--- config.mk ---
export PLATFORM = sky130hd
export DESIGN_NAME = dtc_timers
export DESIGN_NICKNAME = d
export VERILOG_FILES = /design/src/hw/dtc_pkg.sv /design/src/hw/dtc_timers.sv
export SDC_FILE = /design/constraint.sdc
export NUM_CORES = 1
export LEC_CHECK = 0
export ABC_CLOCK_PERIOD_IN_PS = 4630
export BUFFER_PORTS_ARGS = -buffer_cell sky130_fd_sc_hd__buf_2
export CAP_MARGIN = 30
export CORE_MARGIN = 3
export CORE_UTILIZATION = 40
export CTS_CLUSTER_DIAMETER = 50
export DETAILED_ROUTE_END_ITERATION = 12
export PLACE_DENSITY = 0.59
export SYNTH_ARGS = -nofsm -noshare
export SYNTH_HDL_FRONTEND = slang
export SYNTH_SLANG_ARGS = --single-unit
export TNS_END_PERCENT = 1
--- constraint.sdc ---
create_clock -name hclk -period 4.63 [get_ports hclk]
set_clock_uncertainty 0.1 [all_clocks]
set_input_delay 0.6945 -clock hclk [delete_from_list [all_inputs] [get_ports hclk]]
set_output_delay 0.6945 -clock hclk [all_outputs]
set_load 0.02 [all_outputs]
--- src/hw/dtc_pkg.sv ---
// Constants for the dual timer/counter block: register indices, fields,
// reset values and timing counts.
// Assumes AHB-Lite byte addresses equal to four times a register index.
package dtc_pkg;
    // Register indices, byte address is four times the index
    localparam logic [7:0] IDX_CTRL   = 8'h88;
    localparam logic [7:0] IDX_MODE   = 8'h89;
    localparam logic [7:0] IDX_LOW0   = 8'h8A;
    localparam logic [7:0] IDX_LOW1   = 8'h8B;
    localparam logic [7:0] IDX_HIGH0  = 8'h8C;
    localparam logic [7:0] IDX_HIGH1  = 8'h8D;
    localparam logic [7:0] IDX_AUX    = 8'h8F;

    // Mode register fields, timer 1 sits one nibble higher
    localparam int MODE_LO_POS   = 0;
    localparam int FSEL_POS      = 2;
    localparam int GATE_POS      = 3;
    localparam int TIMER_STRIDE  = 4;
    // Aux mode register: top mode bit per timer
    localparam int AUX_M2_POS    = 0;
    // Control register fields
    localparam int CTRL_TEN0_POS = 0;
    localparam int CTRL_TEN1_POS = 1;
    localparam int CTRL_RUN0_POS = 4;
    localparam int CTRL_FLG0_POS = 5;
    localparam int CTRL_RUN1_POS = 6;
    localparam int CTRL_FLG1_POS = 7;

    localparam logic [7:0] MODE_RST  = 8'h00;
    localparam logic [7:0] AUX_RST   = 8'h00;
    localparam logic [7:0] CTRL_RST  = 8'h00;
    localparam logic [7:0] COUNT_RST = 8'h00;
    localparam logic [7:0] AUX_MASK  = 8'h11;

    // Machine cycle length in clocks
    localparam int MC_CLKS = 2;

    // Mode codes
    localparam logic [2:0] M_PRESC  = 3'h0;
    localparam logic [2:0] M_WIDE   = 3'h1;
    localparam logic [2:0] M_RELOAD = 3'h2;
    localparam logic [2:0] M_SPLIT  = 3'h3;
    localparam logic [2:0] M_PWM    = 3'h6;

    localparam logic [4:0] PRESC_TOP = 5'h1F;
    localparam logic [7:0] BYTE_TOP  = 8'hFF;
    localparam logic [7:0] BYTE_ZERO = 8'h00;

    localparam logic [1:0] HTRANS_NONSEQ = 2'h2;
    localparam logic [2:0] HSIZE_WORD    = 3'h2;
endpackage : dtc_pkg

--- src/hw/dtc_timers.sv ---
// Two timer/counters with an AHB-Lite register slave.
// Assumes count and gate pins are asynchronous; bus on hclk.
`timescale 1ns/1ps
`default_nettype none

module dtc_timers (
    // Clock, reset, enable
    input  wire logic        hclk,
    input  wire logic        hresetn,
    input  wire logic        clk_en,
    // AHB-Lite slave
    input  wire logic        hsel,
    input  wire logic [31:0] haddr,
    input  wire logic [1:0]  htrans,
    input  wire logic        hwrite,
    input  wire logic [2:0]  hsize,
    input  wire logic [31:0] hwdata,
    input  wire logic        hready,
    output logic      [31:0] hrdata,
    output logic             hreadyout,
    output logic             hresp,
    // Timer 0 pins
    input  wire logic        count_pin_zero_i,
    output logic             count_pin_zero_o,
    output logic             count_pin_zero_oe,
    input  wire logic        gate_pin_zero,
    // Timer 1 pins
    input  wire logic        count_pin_one_i,
    output logic             count_pin_one_o,
    output logic             count_pin_one_oe,
    input  wire logic        gate_pin_one
);

    ////////////////////////////////////////////////////////////////////////
    // State

    logic [7:0]  mode_ff;
    logic [7:0]  aux_ff;
    logic [1:0]  run_ff;
    logic [1:0]  flag_ff;
    logic [1:0]  ten_ff;
    logic [7:0]  low_ff   [2];
    logic [7:0]  high_ff  [2];
    logic [1:0]  tog_ff;
    logic [1:0]  pin_o_ff;
    logic [1:0]  pin_oe_ff;

    logic [1:0]  cnt_s1_ff;
    logic [1:0]  cnt_s2_ff;
    logic [1:0]  gte_s1_ff;
    logic [1:0]  gte_s2_ff;
    logic [1:0]  samp_ff;
    logic [1:0]  prev_ff;
    logic        mc_ff;

    logic        wr_pend_ff;
    logic        rd_pend_ff;
    logic [7:0]  idx_ff;
    logic        ok_ff;
    logic [31:0] hrdata_ff;
    logic        hreadyout_ff;

    logic [7:0]  nxt_low   [2];
    logic [7:0]  nxt_high  [2];
    logic [1:0]  nxt_flag;
    logic [1:0]  nxt_tog;
    logic [1:0]  ovf;
    logic [1:0]  pwm_lvl;
    logic [1:0]  is_pwm;
    logic [1:0]  edge_det;
    logic        tick;
    logic        addr_ok;
    logic        wr_now;
    logic [7:0]  wbyte;

    ////////////////////////////////////////////////////////////////////////
    // One counting step: returns {overflow, high, low}

    function automatic logic [16:0] dtc_step(
        input logic [2:0] mode,
        input logic       inc,
        input logic [7:0] high,
        input logic [7:0] low
    );
        logic [12:0] c13;
        logic [15:0] c16;
        logic [16:0] res;
        c13 = {high, low[4:0]};
        c16 = {high, low};
        res = {1'b0, high, low};
        if (inc) begin
            unique case (mode)
                dtc_pkg::M_PRESC: begin
                    // Upper three low bits are left alone
                    c13 = c13 + 13'h0001;
                    res = {(high == dtc_pkg::BYTE_TOP) &&
                           (low[4:0] == dtc_pkg::PRESC_TOP),
                           c13[12:5], low[7:5], c13[4:0]};
                end
                dtc_pkg::M_WIDE: begin
                    c16 = c16 + 16'h0001;
                    res = {(c16 == 16'h0000), c16};
                end
                dtc_pkg::M_RELOAD: begin
                    if (low == dtc_pkg::BYTE_TOP) begin
                        res = {1'b1, high, high};
                    end else begin
                        res = {1'b0, high, low + 8'h01};
                    end
                end
                dtc_pkg::M_SPLIT: begin
                    res = {(low == dtc_pkg::BYTE_TOP), high,
                           low + 8'h01};
                end
                dtc_pkg::M_PWM: begin
                    res = {(low == dtc_pkg::BYTE_TOP), high,
                           low + 8'h01};
                end
                default: begin
                    // Reserved codes hold the count
                    res = {1'b0, high, low};
                end
            endcase
        end
        return res;
    endfunction : dtc_step

    ////////////////////////////////////////////////////////////////////////
    // Pin synchronisers and machine-cycle sampling

    always_ff @(posedge hclk or negedge hresetn) begin
        if (!hresetn) begin
            cnt_s1_ff <= 2'h0;
            cnt_s2_ff <= 2'h0;
            gte_s1_ff <= 2'h0;
            gte_s2_ff <= 2'h0;
        end else if (clk_en) begin
            cnt_s1_ff <= {count_pin_one_i, count_pin_zero_i};
            cnt_s2_ff <= cnt_s1_ff;
            gte_s1_ff <= {gate_pin_one, gate_pin_zero};
            gte_s2_ff <= gte_s1_ff;
        end
    end

    // Machine cycle is two clocks; tick marks its last clock
    always_ff @(posedge hclk or negedge hresetn) begin
        if (!hresetn) begin
            mc_ff <= 1'b0;
        end else if (clk_en) begin
            mc_ff <= ~mc_ff;
        end
    end
    assign tick = mc_ff;

    always_ff @(posedge hclk or negedge hresetn) begin
        if (!hresetn) begin
            samp_ff <= 2'h0;
            prev_ff <= 2'h0;
        end else if (clk_en && tick) begin
            samp_ff <= cnt_s2_ff;
            prev_ff <= samp_ff;
        end
    end

    // High then low over two samples; the count lands on this tick,
    // one machine cycle after the low sample was taken
    assign edge_det = prev_ff & ~samp_ff;

    ////////////////////////////////////////////////////////////////////////
    // Bus slave: writes commit at the end of the data phase, reads
    // take one wait state so they always see committed writes

    assign addr_ok = (haddr[1:0] == 2'h0) && (haddr[31:10] == 22'h0) &&
                     (hsize == dtc_pkg::HSIZE_WORD);
    assign wr_now  = wr_pend_ff && ok_ff;
    assign wbyte   = hwdata[7:0];

    function automatic logic [7:0] dtc_read(input logic [7:0] idx);
        logic [7:0] v;
        v = 8'h00;
        unique case (idx)
            dtc_pkg::IDX_CTRL:  v = {flag_ff[1], run_ff[1], flag_ff[0],
                                     run_ff[0], 2'h0, ten_ff};
            dtc_pkg::IDX_MODE:  v = mode_ff;
            dtc_pkg::IDX_AUX:   v = aux_ff & dtc_pkg::AUX_MASK;
            dtc_pkg::IDX_LOW0:  v = low_ff[0];
            dtc_pkg::IDX_LOW1:  v = low_ff[1];
            dtc_pkg::IDX_HIGH0: v = high_ff[0];
            dtc_pkg::IDX_HIGH1: v = high_ff[1];
            default:            v = 8'h00;
        endcase
        return v;
    endfunction : dtc_read

    always_ff @(posedge hclk or negedge hresetn) begin
        if (!hresetn) begin
            wr_pend_ff   <= 1'b0;
            rd_pend_ff   <= 1'b0;
            idx_ff       <= 8'h00;
            ok_ff        <= 1'b0;
            hrdata_ff    <= 32'h0000_0000;
            hreadyout_ff <= 1'b1;
        end else if (clk_en) begin
            wr_pend_ff <= 1'b0;
            if (rd_pend_ff) begin
                hrdata_ff    <= {24'h00_0000, ok_ff ? dtc_read(idx_ff)
                                                    : 8'h00};
                hreadyout_ff <= 1'b1;
                rd_pend_ff   <= 1'b0;
            end else if (hsel && hready &&
                         htrans == dtc_pkg::HTRANS_NONSEQ) begin
                idx_ff     <= haddr[9:2];
                ok_ff      <= addr_ok;
                wr_pend_ff <= hwrite;
                if (!hwrite) begin
                    rd_pend_ff   <= 1'b1;
                    hreadyout_ff <= 1'b0;
                end
            end
        end
    end

    always_ff @(posedge hclk or negedge hresetn) begin
        if (!hresetn) begin
            mode_ff <= dtc_pkg::MODE_RST;
            aux_ff  <= dtc_pkg::AUX_RST;
            run_ff  <= 2'h0;
            ten_ff  <= 2'h0;
        end else if (clk_en && wr_now) begin
            unique case (idx_ff)
                dtc_pkg::IDX_MODE: mode_ff <= wbyte;
                dtc_pkg::IDX_AUX:  aux_ff  <= wbyte & dtc_pkg::AUX_MASK;
                dtc_pkg::IDX_CTRL: begin
                    run_ff <= {wbyte[dtc_pkg::CTRL_RUN1_POS],
                               wbyte[dtc_pkg::CTRL_RUN0_POS]};
                    ten_ff <= {wbyte[dtc_pkg::CTRL_TEN1_POS],
                               wbyte[dtc_pkg::CTRL_TEN0_POS]};
                end
                default: begin
                end
            endcase
        end
    end

    ////////////////////////////////////////////////////////////////////////
    // Counting

    always_comb begin
        logic [2:0]  md;
        logic        en;
        logic        inc;
        logic [16:0] st;
        logic        split0;
        logic [7:0]  hb;
        md     = 3'h0;
        en     = 1'b0;
        inc    = 1'b0;
        st     = 17'h0_0000;
        hb     = 8'h00;
        split0 = ({aux_ff[dtc_pkg::AUX_M2_POS],
                   mode_ff[dtc_pkg::MODE_LO_POS +: 2]} == dtc_pkg::M_SPLIT);
        for (int n = 0; n < 2; n++) begin
            md = {aux_ff[dtc_pkg::AUX_M2_POS + n * dtc_pkg::TIMER_STRIDE],
                  mode_ff[dtc_pkg::MODE_LO_POS +
                          n * dtc_pkg::TIMER_STRIDE +: 2]};
            en = run_ff[n] &&
                 (!mode_ff[dtc_pkg::GATE_POS + n * dtc_pkg::TIMER_STRIDE]
                  || gte_s2_ff[n]);
            inc = en && (mode_ff[dtc_pkg::FSEL_POS +
                                 n * dtc_pkg::TIMER_STRIDE]
                         ? (tick && edge_det[n])
                         : tick);
            if (n == 1 && md == dtc_pkg::M_SPLIT) begin
                inc = 1'b0;
            end
            st = dtc_step(md, inc, high_ff[n], low_ff[n]);
            ovf[n]      = st[16];
            nxt_high[n] = st[15:8];
            nxt_low[n]  = st[7:0];
            is_pwm[n]   = (md == dtc_pkg::M_PWM);
            // Low while low byte is under the high byte
            hb = high_ff[n];
            pwm_lvl[n] = (hb != dtc_pkg::BYTE_TOP) &&
                         (low_ff[n] >= hb);
        end
        // Split mode: high byte of timer 0 is a plain timer on run 1
        if (split0) begin
            nxt_high[0] = high_ff[0] +
                          ((run_ff[1] && tick) ? 8'h01 : 8'h00);
            ovf[1] = run_ff[1] && tick && (high_ff[0] == dtc_pkg::BYTE_TOP);
        end
    end

    // Overflow flags: hardware set beats a software clear
    always_comb begin
        for (int n = 0; n < 2; n++) begin
            nxt_flag[n] = flag_ff[n];
            if (wr_now && idx_ff == dtc_pkg::IDX_CTRL) begin
                nxt_flag[n] = (n == 0) ? wbyte[dtc_pkg::CTRL_FLG0_POS]
                                       : wbyte[dtc_pkg::CTRL_FLG1_POS];
            end
            if (ovf[n]) begin
                nxt_flag[n] = 1'b1;
            end
            if (is_pwm[n]) begin
                nxt_flag[n] = pwm_lvl[n];
            end
        end
    end

    always_ff @(posedge hclk or negedge hresetn) begin
        if (!hresetn) begin
            flag_ff <= 2'h0;
        end else if (clk_en) begin
            flag_ff <= nxt_flag;
        end
    end

    // Software writes to a count byte win over counting
    always_ff @(posedge hclk or negedge hresetn) begin
        if (!hresetn) begin
            low_ff[0]  <= dtc_pkg::COUNT_RST;
            low_ff[1]  <= dtc_pkg::COUNT_RST;
            high_ff[0] <= dtc_pkg::COUNT_RST;
            high_ff[1] <= dtc_pkg::COUNT_RST;
        end else if (clk_en) begin
            low_ff[0]  <= (wr_now && idx_ff == dtc_pkg::IDX_LOW0)
                          ? wbyte : nxt_low[0];
            low_ff[1]  <= (wr_now && idx_ff == dtc_pkg::IDX_LOW1)
                          ? wbyte : nxt_low[1];
            high_ff[0] <= (wr_now && idx_ff == dtc_pkg::IDX_HIGH0)
                          ? wbyte : nxt_high[0];
            high_ff[1] <= (wr_now && idx_ff == dtc_pkg::IDX_HIGH1)
                          ? wbyte : nxt_high[1];
        end
    end

    ////////////////////////////////////////////////////////////////////////
    // Pin outputs: PWM level, or toggle on overflow

    // Toggling needs the internal clock source
    always_comb begin
        for (int n = 0; n < 2; n++) begin
            nxt_tog[n] = tog_ff[n];
            if (!ten_ff[n] ||
                mode_ff[dtc_pkg::FSEL_POS + n * dtc_pkg::TIMER_STRIDE])
            begin
                nxt_tog[n] = 1'b1;
            end else if (ovf[n]) begin
                nxt_tog[n] = ~tog_ff[n];
            end
        end
    end

    // Pin takes the next toggle value, so outside PWM mode dropping the enable
    // leaves it high; PWM level only once the drive already stands
    always_ff @(posedge hclk or negedge hresetn) begin
        if (!hresetn) begin
            tog_ff    <= 2'h3;
            pin_o_ff  <= 2'h3;
            pin_oe_ff <= 2'h0;
        end else if (clk_en) begin
            tog_ff <= nxt_tog;
            for (int n = 0; n < 2; n++) begin
                pin_o_ff[n]  <= (is_pwm[n] && pin_oe_ff[n]) ? nxt_flag[n]
                                                            : nxt_tog[n];
                pin_oe_ff[n] <= is_pwm[n] || (ten_ff[n] &&
                    !mode_ff[dtc_pkg::FSEL_POS +
                             n * dtc_pkg::TIMER_STRIDE]);
            end
        end
    end

    assign hrdata            = hrdata_ff;
    assign hreadyout         = hreadyout_ff;
    assign hresp             = 1'b0 & hreadyout_ff;
    assign count_pin_zero_o  = pin_o_ff[0];
    assign count_pin_one_o   = pin_o_ff[1];
    assign count_pin_zero_oe = pin_oe_ff[0];
    assign count_pin_one_oe  = pin_oe_ff[1];

endmodule : dtc_timers

`default_nettype wire

==> summary.txt, run 1 <==
Timing
  – Final Hold Vio Count: 0
  – Max-slew violations: 0
  – Final setup TNS: 0 ns
  – Max Freq: 268.4 MHz
  – Final setup margin: about 0.9 ns
  – Final worst path period need: ~3.7 ns
  – Final setup viols: 0
  – Worst Tran Pin Value: 1.061 ns
  – Post-route clock period utilization: 80.49%
  – RSZ-0062 raised after global routing: no
  – Max-Slew Margin vs Limit: 28.61%

Synth
  – Register area share after synthesis: 31.93%
  – FF+latch count, synth: 87
  – Dominant synthesized flop cell: dfrtp_1
  – EDFF count, synth: 0
  – Syn. warnings: 0
  – Async S/R FF share, synth: between 90% and 100%
  – Synthesized area: 6838 µm²
  – Syn avg cell area: 8.179 µm²
  – Cells after synthesis: 836
  – Post-synthesis cell type count: 69

Finish
  – Area delta synth->final: 9.954%
  – Layout Cells excl Fill: 1,089
  – Final core occ: 45.18%
  – Share of layout cells above drive strength 1: approximately 16%
  – NumNets Final: 966
  – Fillers: ~1,700

Run status
  – Run status: completed

CTS
  – Clock slew at reported path FFs: 0.07 ns
  – CTS tree: yes
  – Post-CTS Setup Repair Bufs: 0
  – Post-CTS resize count: 0
  – Worst-Skew Late Latency: 0.36 ns
  – CTS Sinks: 87
  – TritonCTS buffer count: 9
  – Clock tree buffer depth: 2
  – CTS root buf: clkbuf_16
  – Cts-stage hold buffer count: 0
  – CTS H-Tree Depth: 3

Critical path
  – Reg-to-reg startpoint: low_ff[0]
  – Worst R2R Path Depth: 10
  – Worst Path Max Fanout: 8
  – CP required: 4.82 ns
  – FF-to-FF End: pin_o_ff[1]
  – Reg2reg setup slack: 0.90 ns
  – Critical path class: reg -> reg
  – Data arrival, critical path: 3.91 ns
  – Crit end category: flop
  – Startpoint types: flop

Placement
  – Port Buf Inserts: 67
  – Dpl cells: 1,072
  – Place WS: approximately 0.96 ns
  – Dpl hpwl: 16,470 µm
  – RePlAce Congestion: 0.9425

Floorplan
  – Die footprint: 18,700 µm²
  – Core Footprint: 16,640 µm²
  – Chip height: ~140 µm
  – I/O pins: 117
  – # rows: 47
  – Initial cell density of the core: 41.09%
  – Die span in x: 136.7 µm

Route
  – Routed WL per cell: 20.68 µm
  – DRT Wirelength: 22,520 µm
  – Drt first pass iters: 5
  – Number of DRC markers in iteration 0: a little under 900
  – DRT antenna net count: 0
  – Remaining DRCs: 0
  – Via count: 6,763
  – Vias per cell: a little over 6

Run
  – Maximum Capacitance Violations: 0

Global route
  – Antenna violations before repair: 0
  – Total gr overflow: 0
  – First-pass GRT wire length: roughly 36,000 µm
  – Vias in the first global route: 6,399
  – Largest net degree at the start of global routing: 66
  – Total global-route track usage: between 20% and 30%

Pwr
  – VDD IR max: 0.0001959 V
  – Pleak: 3.061 nW
  – Pwr/cell area: 250.2 nW/µm²

Worst hold path
  – Min-Delay Path Class: in -> async
[Yosys cell counts, drive strengths merged, types with 12 or more instances]
cell    count  share of area [%]
nand2      91                5.0
dfrtp      82                 30
o21ai      58                4.2
clkbuf     57                3.1
nor2       53                2.9
a21oi      50                3.7
mux2       36                5.9
buf        31                3.2
nand3      30                2.2
inv        27                1.5
ha         24                4.4
nand4      21                1.9
nor4       19                2.0
xnor2      18                2.3
a31oi      16                1.5
nand2b     15                1.4
nor3       15                1.1
o22ai      14                1.3
mux2i      13                1.9
and3       12                1.1
[where the power goes]
| group | switching, mW | internal, mW |
|---|---|---|
| clock | 0.343 | 0.431 |
| combinational | 0.133 | 0.0993 |
| sequential | 0.0586 | 0.816 |
[per-layer routing]
| metal | GRT usage (%) | part of all wire, % | vias to the layer above | routed length, µm |
|---|---|---|---|---|
| li1 | - | - | 3102 | - |
| met1 | 34.14 | 42 | 3240 | 9551 |
| met2 | 38.28 | 46 | 355 | 10290 |
| met3 | 3.419 | 7.6 | 66 | 1704 |
| met4 | 11.98 | 4.3 | 0 | 975 |
| met5 | 0 | 0 | - | 0 |
[stage by stage]
stage                     hold slack, ns  power (mW)  cell area, µm²
final                             0.3402       1.881            7518
after global routing              0.3732       1.965            7516
after CTS                         0.3705       1.903            7516
after detailed placement          0.3599       1.122            7207
after global placement            0.3464       1.116            7207
after floorplan                   0.2989       1.034            6928
[critical path, cell delays in order, from the launching register on]
cell	delay [ns]
dfrtp_1	0.47
ha_1	0.28
and3_1	0.26
ha_1	0.34
nand2b_1	0.14
or4_1	0.41
or4b_1	0.52
or4_4	0.45
nor4_4	0.39
mux2i_1	0.23
nor2_1	0.07
[flip-flops by register name, summed over array words and instances (netlist names), 2 cells and up]
register,cells
aux_ff,2
pin_oe_ff,2
prev_ff,2
ten_ff,2
high_ff,16
idx_ff,8
gte_s2_ff,2
gte_s1_ff,2
cnt_s2_ff,2
cnt_s1_ff,2
mode_ff,8
tog_ff,2
samp_ff,2
run_ff,2
flag_ff,2
hrdata,8
pin_o_ff,2
low_ff,16
[logic make-up (layout without fill, tap and decap cells)]
family	count (synthesis)	in the layout	share of synthesized area, %
AOI/OAI and AO/OA	234	234	22.40
xor gates and xnor gates	24	24	3.074
adders and majority gates	24	24	4.392
buffers and inverters	115	123	7.795
DFF	87	87	31.93
muxes	49	49	7.832
other	1	26	0.05484
and+or+nand+nor	302	302	22.53
[layout by cell type (no fill, tap or decap), drive strengths merged, types with 11 or more instances in the layout]
cell and count:
nand2b 15, nor4 19, nand2 91, o31ai 11
nor3 15, a21oi 50, o22ai 14, buf 80
o21ai 58, inv 32, nand3 30, mux2 36
ha 24, mux2i 13, conb 25, and3 12
nand4 21, nor2 53, xnor2 18, dfrtp 82
nor2b 11, a31oi 16
[worst max path at each step]
stage	start	endpoint	slack [ns]
3_3_place_gp	low_ff[0]	tog_ff[1]	1.01
3_5_place_dp	low_ff[0]	pin_o_ff[1]	0.96
5_1_grt	low_ff[0]	tog_ff[1]	0.76
4_1_cts	low_ff[0]	pin_o_ff[1]	0.92
2_1_floorplan	low_ff[0]	pin_o_ff[1]	1.17
6_report	low_ff[0]	pin_o_ff[1]	0.90
[layout make-up]
cell class                 instances  area, µm²  share of cell area [%]
multi-input combinational        658       4212                   56.02
sequential                        87       2183                   29.04
timing repair buffer              80      435.4                   5.791
clock inverter                     7      83.83                   1.115
inverter                          27      101.3                   1.348
clock buffer                       9      225.2                   2.996
antenna                            1      2.502                 0.03328
tap                              220      275.3                   3.661
Power figures use the tool's default switching activity.
==> run 2: changes to the inputs <==
- ABC_CLOCK_PERIOD_IN_PS: 4630 -> 3600
- clock period: 4.63 -> 3.6 ns (I/O delays scaled with it)
==> summary.txt, run 2 (same netlist as run 1, synthesis figures left out) <==
Route
  – Remaining DRCs: 0 (unchanged)
  – DRT Wirelength: 22,560 µm (+0.20%)
  – Routed WL per cell: 20.36 µm (-1.5%)
  – Via count: 6,782 (+0.28%)
  – Drt first pass iters: 7 (+2)
  – Vias per cell: 6.121 (-1.4%)
  – Number of DRC markers in iteration 0: 808 (-7.2%)
  – DRT antenna net count: 0 (unchanged)

Timing
  – Final setup viols: 0 (unchanged)
  – Final setup TNS: 0 ns (unchanged)
  – Final Hold Vio Count: 0 (unchanged)
  – Final worst path period need: 3.404 ns (-0.3222 ns)
  – Worst Tran Pin Value: 0.7920 ns (-0.2691 ns)
  – Max-slew violations: 0 (unchanged)
  – Post-route clock period utilization: 94.56% (+14 points)
  – Max Freq: 293.7 MHz (+9.5%)
  – RSZ-0062 raised after global routing: no
  – Max-Slew Margin vs Limit: 47.00% (+18 points)

Finish
  – Most frequent cells in the layout: 91 x nand2_1, 82 x dfrtp_1, 66 x buf_2
  – NumNets Final: 986 (+2.1%)
  – Biggest regs: high_ff: 16 flops, low_ff: 16 flops
  – Most common cell after layout, fill and taps aside: nand2_1
  – Area delta synth->final: 12.37%
  – Share of layout cells above drive strength 1: 18.24% (+1.9 points)
  – N_diodes: 0 (-1)

CTS
  – Clock slew at reported path FFs: 0.08 ns (about the same)
  – CTS root buf: clkbuf_16
  – TritonCTS buffer count: 9 (unchanged)
  – Worst-Skew Late Latency: 0.36 ns (about the same)
  – Cts-stage hold buffer count: 0 (unchanged)
  – CTS H-Tree Depth: 3 (unchanged)
  – Post-CTS resize count: 0 (unchanged)
  – CTS Sinks: 87 (unchanged)
  – Post-CTS Setup Repair Bufs: 0 (unchanged)
  – CTS tree: yes
  – Clock tree buffer depth: 2 (unchanged)

Pwr
  – Psw: 735.1 µW (+37%)
  – Clock share of power: 40.7% (-0.5 points)
  – Internal power: 1.686 mW (+25%)
  – Final Power: 2.421 mW (+29%)
  – Comb pwr share: 13.6% (+1.2 points)
  – Pwr/cell area: 315.0 nW/µm² (+26%)
  – Seq pwr share: 45.7% (-0.8 points)
  – VDD IR max: 0.0002533 V (+29%)
  – Pleak: 3.165 nW (+3.4%)
  – Sw Ratio: 30.37% (+1.9 points)

Critical path
  – Startpoint types: flop
  – CP startpoint: low_ff[0]
  – Worst Path Max Fanout: 3 (-5)
  – CP required: 3.80 ns (-1.02 ns)
  – Crit end category: flop
  – Critical path class: reg -> reg
  – Reg-to-reg startpoint: low_ff[0]
  – Data arrival, critical path: 3.60 ns (-0.31 ns)

Placement
  – Dpl hpwl: 16,530 µm (+0.41%)
  – RePlAce Congestion: 0.9560 (+1.4%)
  – Port Buf Inserts: 67 (unchanged)

Floorplan
  – I/O pins: 117 (unchanged)
  – Chip height: 136.7 µm (unchanged)
  – Die span in x: 136.7 µm (unchanged)
  – Die footprint: 18,700 µm² (unchanged)
  – Core Footprint: 16,640 µm² (unchanged)
  – Initial cell density of the core: 41.09% (unchanged)
  – # rows: 47 (unchanged)

Run
  – Maximum Capacitance Violations: 0 (unchanged)

Global route
  – Vias in the first global route: 6,368 (-0.48%)
  – Total global-route track usage: 24.63% (-0.15 points)
  – Largest net degree at the start of global routing: 55 (-17%)
  – First-pass GRT wire length: 35,670 µm (-0.52%)
  – Antenna violations before repair: 0 (unchanged)
  – Total gr overflow: 0 (unchanged)

Run status
  – Run status: completed

Worst hold path
  – Min-Delay Path Class: in -> async
run 2: cell type report:
type	instances	area, µm²
multi-input cells	658	4212
well taps	220	275.3
inverters	27	101.3
repair buffers	100	598.1
flip-flops and latches	87	2183
clock inverters	7	88.84
clock buffers	9	225.2
fillers	1650	8959
run 2: final timing paths:
kind | depth (start not counted) | end | slack, ns
setup / recovery | 10 | tog_ff[1] | 0.20
hold / removal | 1 | low_ff[10] | 0.09
setup reg to reg | 10 | tog_ff[1] | 0.20
hold reg to reg | 2 | hreadyout | 0.36
max in group asynchronous | 2 | hreadyout | 2.49
min in group hclk | 3 | wr_pend_ff | 0.30
run 2: power by group through the flow:
stage                     Clock [mW]  Combinational [mW]  Sequential, mW
after floorplan                    0               0.224            1.11
after CTS                       1.01               0.328            1.11
after detailed placement           0               0.327            1.13
after global placement             0               0.320            1.12
final                          0.986               0.329            1.11
after global routing            1.06               0.358            1.12
run 2: metrics by stage:
stage / hold slack, ns / instance area (µm²) / util [%] / setup slack (ns) / instances
3_5_place_dp: 0.3482 / 7370 / 44.28 / 0.09593 / 1092
2_1_floorplan: 0.1444 / 6928 / - / 0.1359 / 860
4_1_cts: 0.1083 / 7684 / 46.17 / 0.08021 / 1108
5_1_grt: 0.1188 / 7684 / 46.17 / 0.03186 / 1108
6_report: 0.08722 / 7684 / 46.17 / 0.1957 / 1108
3_3_place_gp: 0.3425 / 7370 / 44.28 / 0.1458 / 1092
run 2: routing by layer:
metal,global-route usage (%),wire length [µm],vias up
li1,-,-,3141
met1,32.48,9344,3221
met2,38.66,10360,352
met3,5.184,1847,68
met4,11.48,1009,0
met5,0,0,-
run 2: critical path, cell delays in order, from the launching register on:
cell and delay (ns):
dfrtp_1 0.39, ha_1 0.24, and3_1 0.22, ha_1 0.30, nand2b_1 0.14, or4_1 0.42, or4b_1 0.52, or4_4 0.44
nor4_4 0.28, mux2i_1 0.24, nor2_1 0.06
==> run 3: changes to the inputs <==
- PLACE_DENSITY: 0.59 -> 0.67
- RECOVER_POWER: not set -> 100
==> summary.txt, run 3 (same netlist as run 1, synthesis figures left out) <==
Global route
  – First-pass GRT wire length: 35,500 µm (-0.47%)
  – Antenna violations before repair: 0 (unchanged)
  – Total gr overflow: 0 (unchanged)
  – Total global-route track usage: 24.40% (-0.22 points)
  – Vias in the first global route: 6,502 (+2.1%)
  – Largest net degree at the start of global routing: 55 (unchanged)

Route
  – Routed WL per cell: 20.19 µm (-0.84%)
  – Number of DRC markers in iteration 0: 929 (+15%)
  – DRT antenna net count: 0 (unchanged)
  – Drt first pass iters: 6 (-1)
  – Via count: 6,744 (-0.56%)
  – Wire length on met3: 1994 µm (+8.0%)
  – Met2 routed WL: 9859 µm (-4.9%)
  – WL met1: 9469 µm (+1.3%)
  – Remaining DRCs: 0 (unchanged)
  – Vias per cell: 6.087 (-0.56%)
  – DRT Wirelength: 22,370 µm (-0.84%)
  – Top sig layer: met4

Pwr
  – Comb pwr share: 13.6% (about the same)
  – Clock share of power: 39.9% (-0.8 points)
  – Pwr/cell area: 313.4 nW/µm² (-0.51%)
  – Sw Ratio: 29.98% (-0.39 points)
  – Internal power: 1.671 mW (-0.88%)
  – Psw: 715.2 µW (-2.7%)
  – VDD IR max: 0.0002601 V (+2.7%)
  – Seq pwr share: 46.6% (+0.9 points)
  – Pleak: 3.076 nW (-2.8%)

Critical path
  – Worst Path Max Fanout: 3 (unchanged)
  – Slowest Stage Delay on Critical Path: 0.50 ns (-0.02 ns)
  – Critical-path cell list: ha_1 -> and3_1 -> ha_1 -> nand2b_1 -> or4_1 -> or4b_1 -> or4_1 -> nor4_4 -> mux2i_1 -> nor2_1
  – CP max stage cell: or4b_1
  – Critical path class: reg -> reg
  – Data arrival, critical path: 3.58 ns (-0.02 ns)
  – Crit end category: flop
  – CP required: 3.79 ns (about the same)
  – Startpoint types: flop

CTS
  – Clock tree buffer depth: 2 (unchanged)
  – CTS tree: yes
  – CTS H-Tree Depth: 3 (unchanged)
  – Post-CTS resize count: 0 (unchanged)
  – CTS root buf: clkbuf_16
  – Clock slew at reported path FFs: 0.07 ns (about the same)
  – Post-CTS Setup Repair Bufs: 0 (unchanged)
  – Cts-stage hold buffer count: 0 (unchanged)
  – CTS Sinks: 87 (unchanged)
  – TritonCTS buffer count: 9 (unchanged)
  – Worst-Skew Late Latency: 0.36 ns (about the same)

Finish
  – Final core occ: 45.74% (-0.43 points)
  – Biggest regs: high_ff: 16 flops, low_ff: 16 flops
  – Fillers: 1,692 (+2.5%)
  – Area of the multi-input gates: 4208 µm² (about the same)
  – N_diodes: 0 (unchanged)
  – Most frequent cells in the layout: 91 x nand2_1, 82 x dfrtp_1, 57 x o21ai_0
  – Register area: 2183 µm² (unchanged)
  – Share of layout cells above drive strength 1: 16.10% (-2.1 points)
  – Most common cell after layout, fill and taps aside: nand2_1
  – NumNets Final: 986 (unchanged)
  – Area delta synth->final: 11.33%

Run status
  – Run status: finished with violations
  – Failing checks: capacitance limit, slew limit

Run
  – Maximum Capacitance Violations: 1 (+1)

Worst hold path
  – Min-Delay Path Class: in -> reg

Timing
  – Post-route clock period utilization: 94.04% (-0.52 points)
  – Final setup TNS: 0 ns (unchanged)
  – Max Freq: 295.4 MHz (+0.55%)
  – Worst Tran Pin Value: 3.064 ns (+2.272 ns)
  – Max-slew violations: 55 (+55)
  – Final worst path period need: 3.385 ns (-0.01878 ns)
  – Final Hold Vio Count: 0 (unchanged)
  – Max-Slew Margin vs Limit: -104.3% (-150 points)
  – Final setup viols: 0 (unchanged)
  – RSZ-0062 raised after global routing: no

Floorplan
  – Die span in x: 136.7 µm (unchanged)
  – Initial cell density of the core: 41.09% (unchanged)
  – Core Footprint: 16,640 µm² (unchanged)
  – Die footprint: 18,700 µm² (unchanged)
  – I/O pins: 117 (unchanged)
  – # rows: 47 (unchanged)
  – Chip height: 136.7 µm (unchanged)

Placement
  – Port Buf Inserts: 67 (unchanged)
  – RePlAce Congestion: 0.9588 (+0.29%)
  – Dpl hpwl: 16,420 µm (-0.69%)
run 3: critical path: cells and delay by family, from the launching register on:
kind	cells	cell delay, ns
flip-flops	1	0.38
multiplexers	1	0.23
adder cells (fa/ha/maj)	2	0.55
AND/OR/NAND/NOR	7	2.05
run 3: power by group through the flow:
stage                     Combinational [mW]  Clock (mW)  Sequential, mW
final                                  0.324       0.951            1.11
after global routing                   0.353        1.01            1.12
after CTS                              0.323       0.967            1.11
after detailed placement               0.322           0            1.13
after global placement                 0.317           0            1.13
after floorplan                        0.224           0            1.11
run 3: layout make-up:
cell class | count | area share, %
Multi-Input combinational cell | 658 | 55.28
Sequential cell | 87 | 28.68
Timing Repair Buffer | 100 | 7.232
Tap cell | 220 | 3.616
Clock buffer | 9 | 2.959
Inverter | 27 | 1.331
Clock inverter | 7 | 0.9040
run 3: per-stage QoR:
step                cells  hold slack, ns  setup WS, ns  power [mW]  cell area [µm²]
global placement     1092          0.3478        0.1635       1.444             7357
floorplan             860          0.1444        0.1359       1.330             6928
global route         1108          0.3009       0.06201       2.482             7612
finish               1108          0.2982        0.2145       2.386             7612
detailed placement   1092          0.3567        0.1214       1.452             7357
CTS                  1108          0.1598        0.1042       2.401             7651
run 3: worst paths after layout:
kind	depth (start not counted)	slack [ns]	to	startpoint
setup reg to reg	10	0.21	pin_o_ff[1]	low_ff[0]
hold / removal	3	0.30	wr_pend_ff	hwrite
hold reg to reg	2	0.36	hreadyout	hreadyout
setup / recovery	10	0.21	pin_o_ff[1]	low_ff[0]
min in group asynchronous	1	1.08	high_ff[14]	hresetn
max in group asynchronous	1	0.59	low_ff[4]	hresetn
run 3: metal layers:
layer / vias to the layer above / track usage [%]
met2: 347 / 37.29
met3: 84 / 5.110
li1: 3127 / -
met4: 0 / 11.37
met1: 3186 / 33.06
met5: - / 0
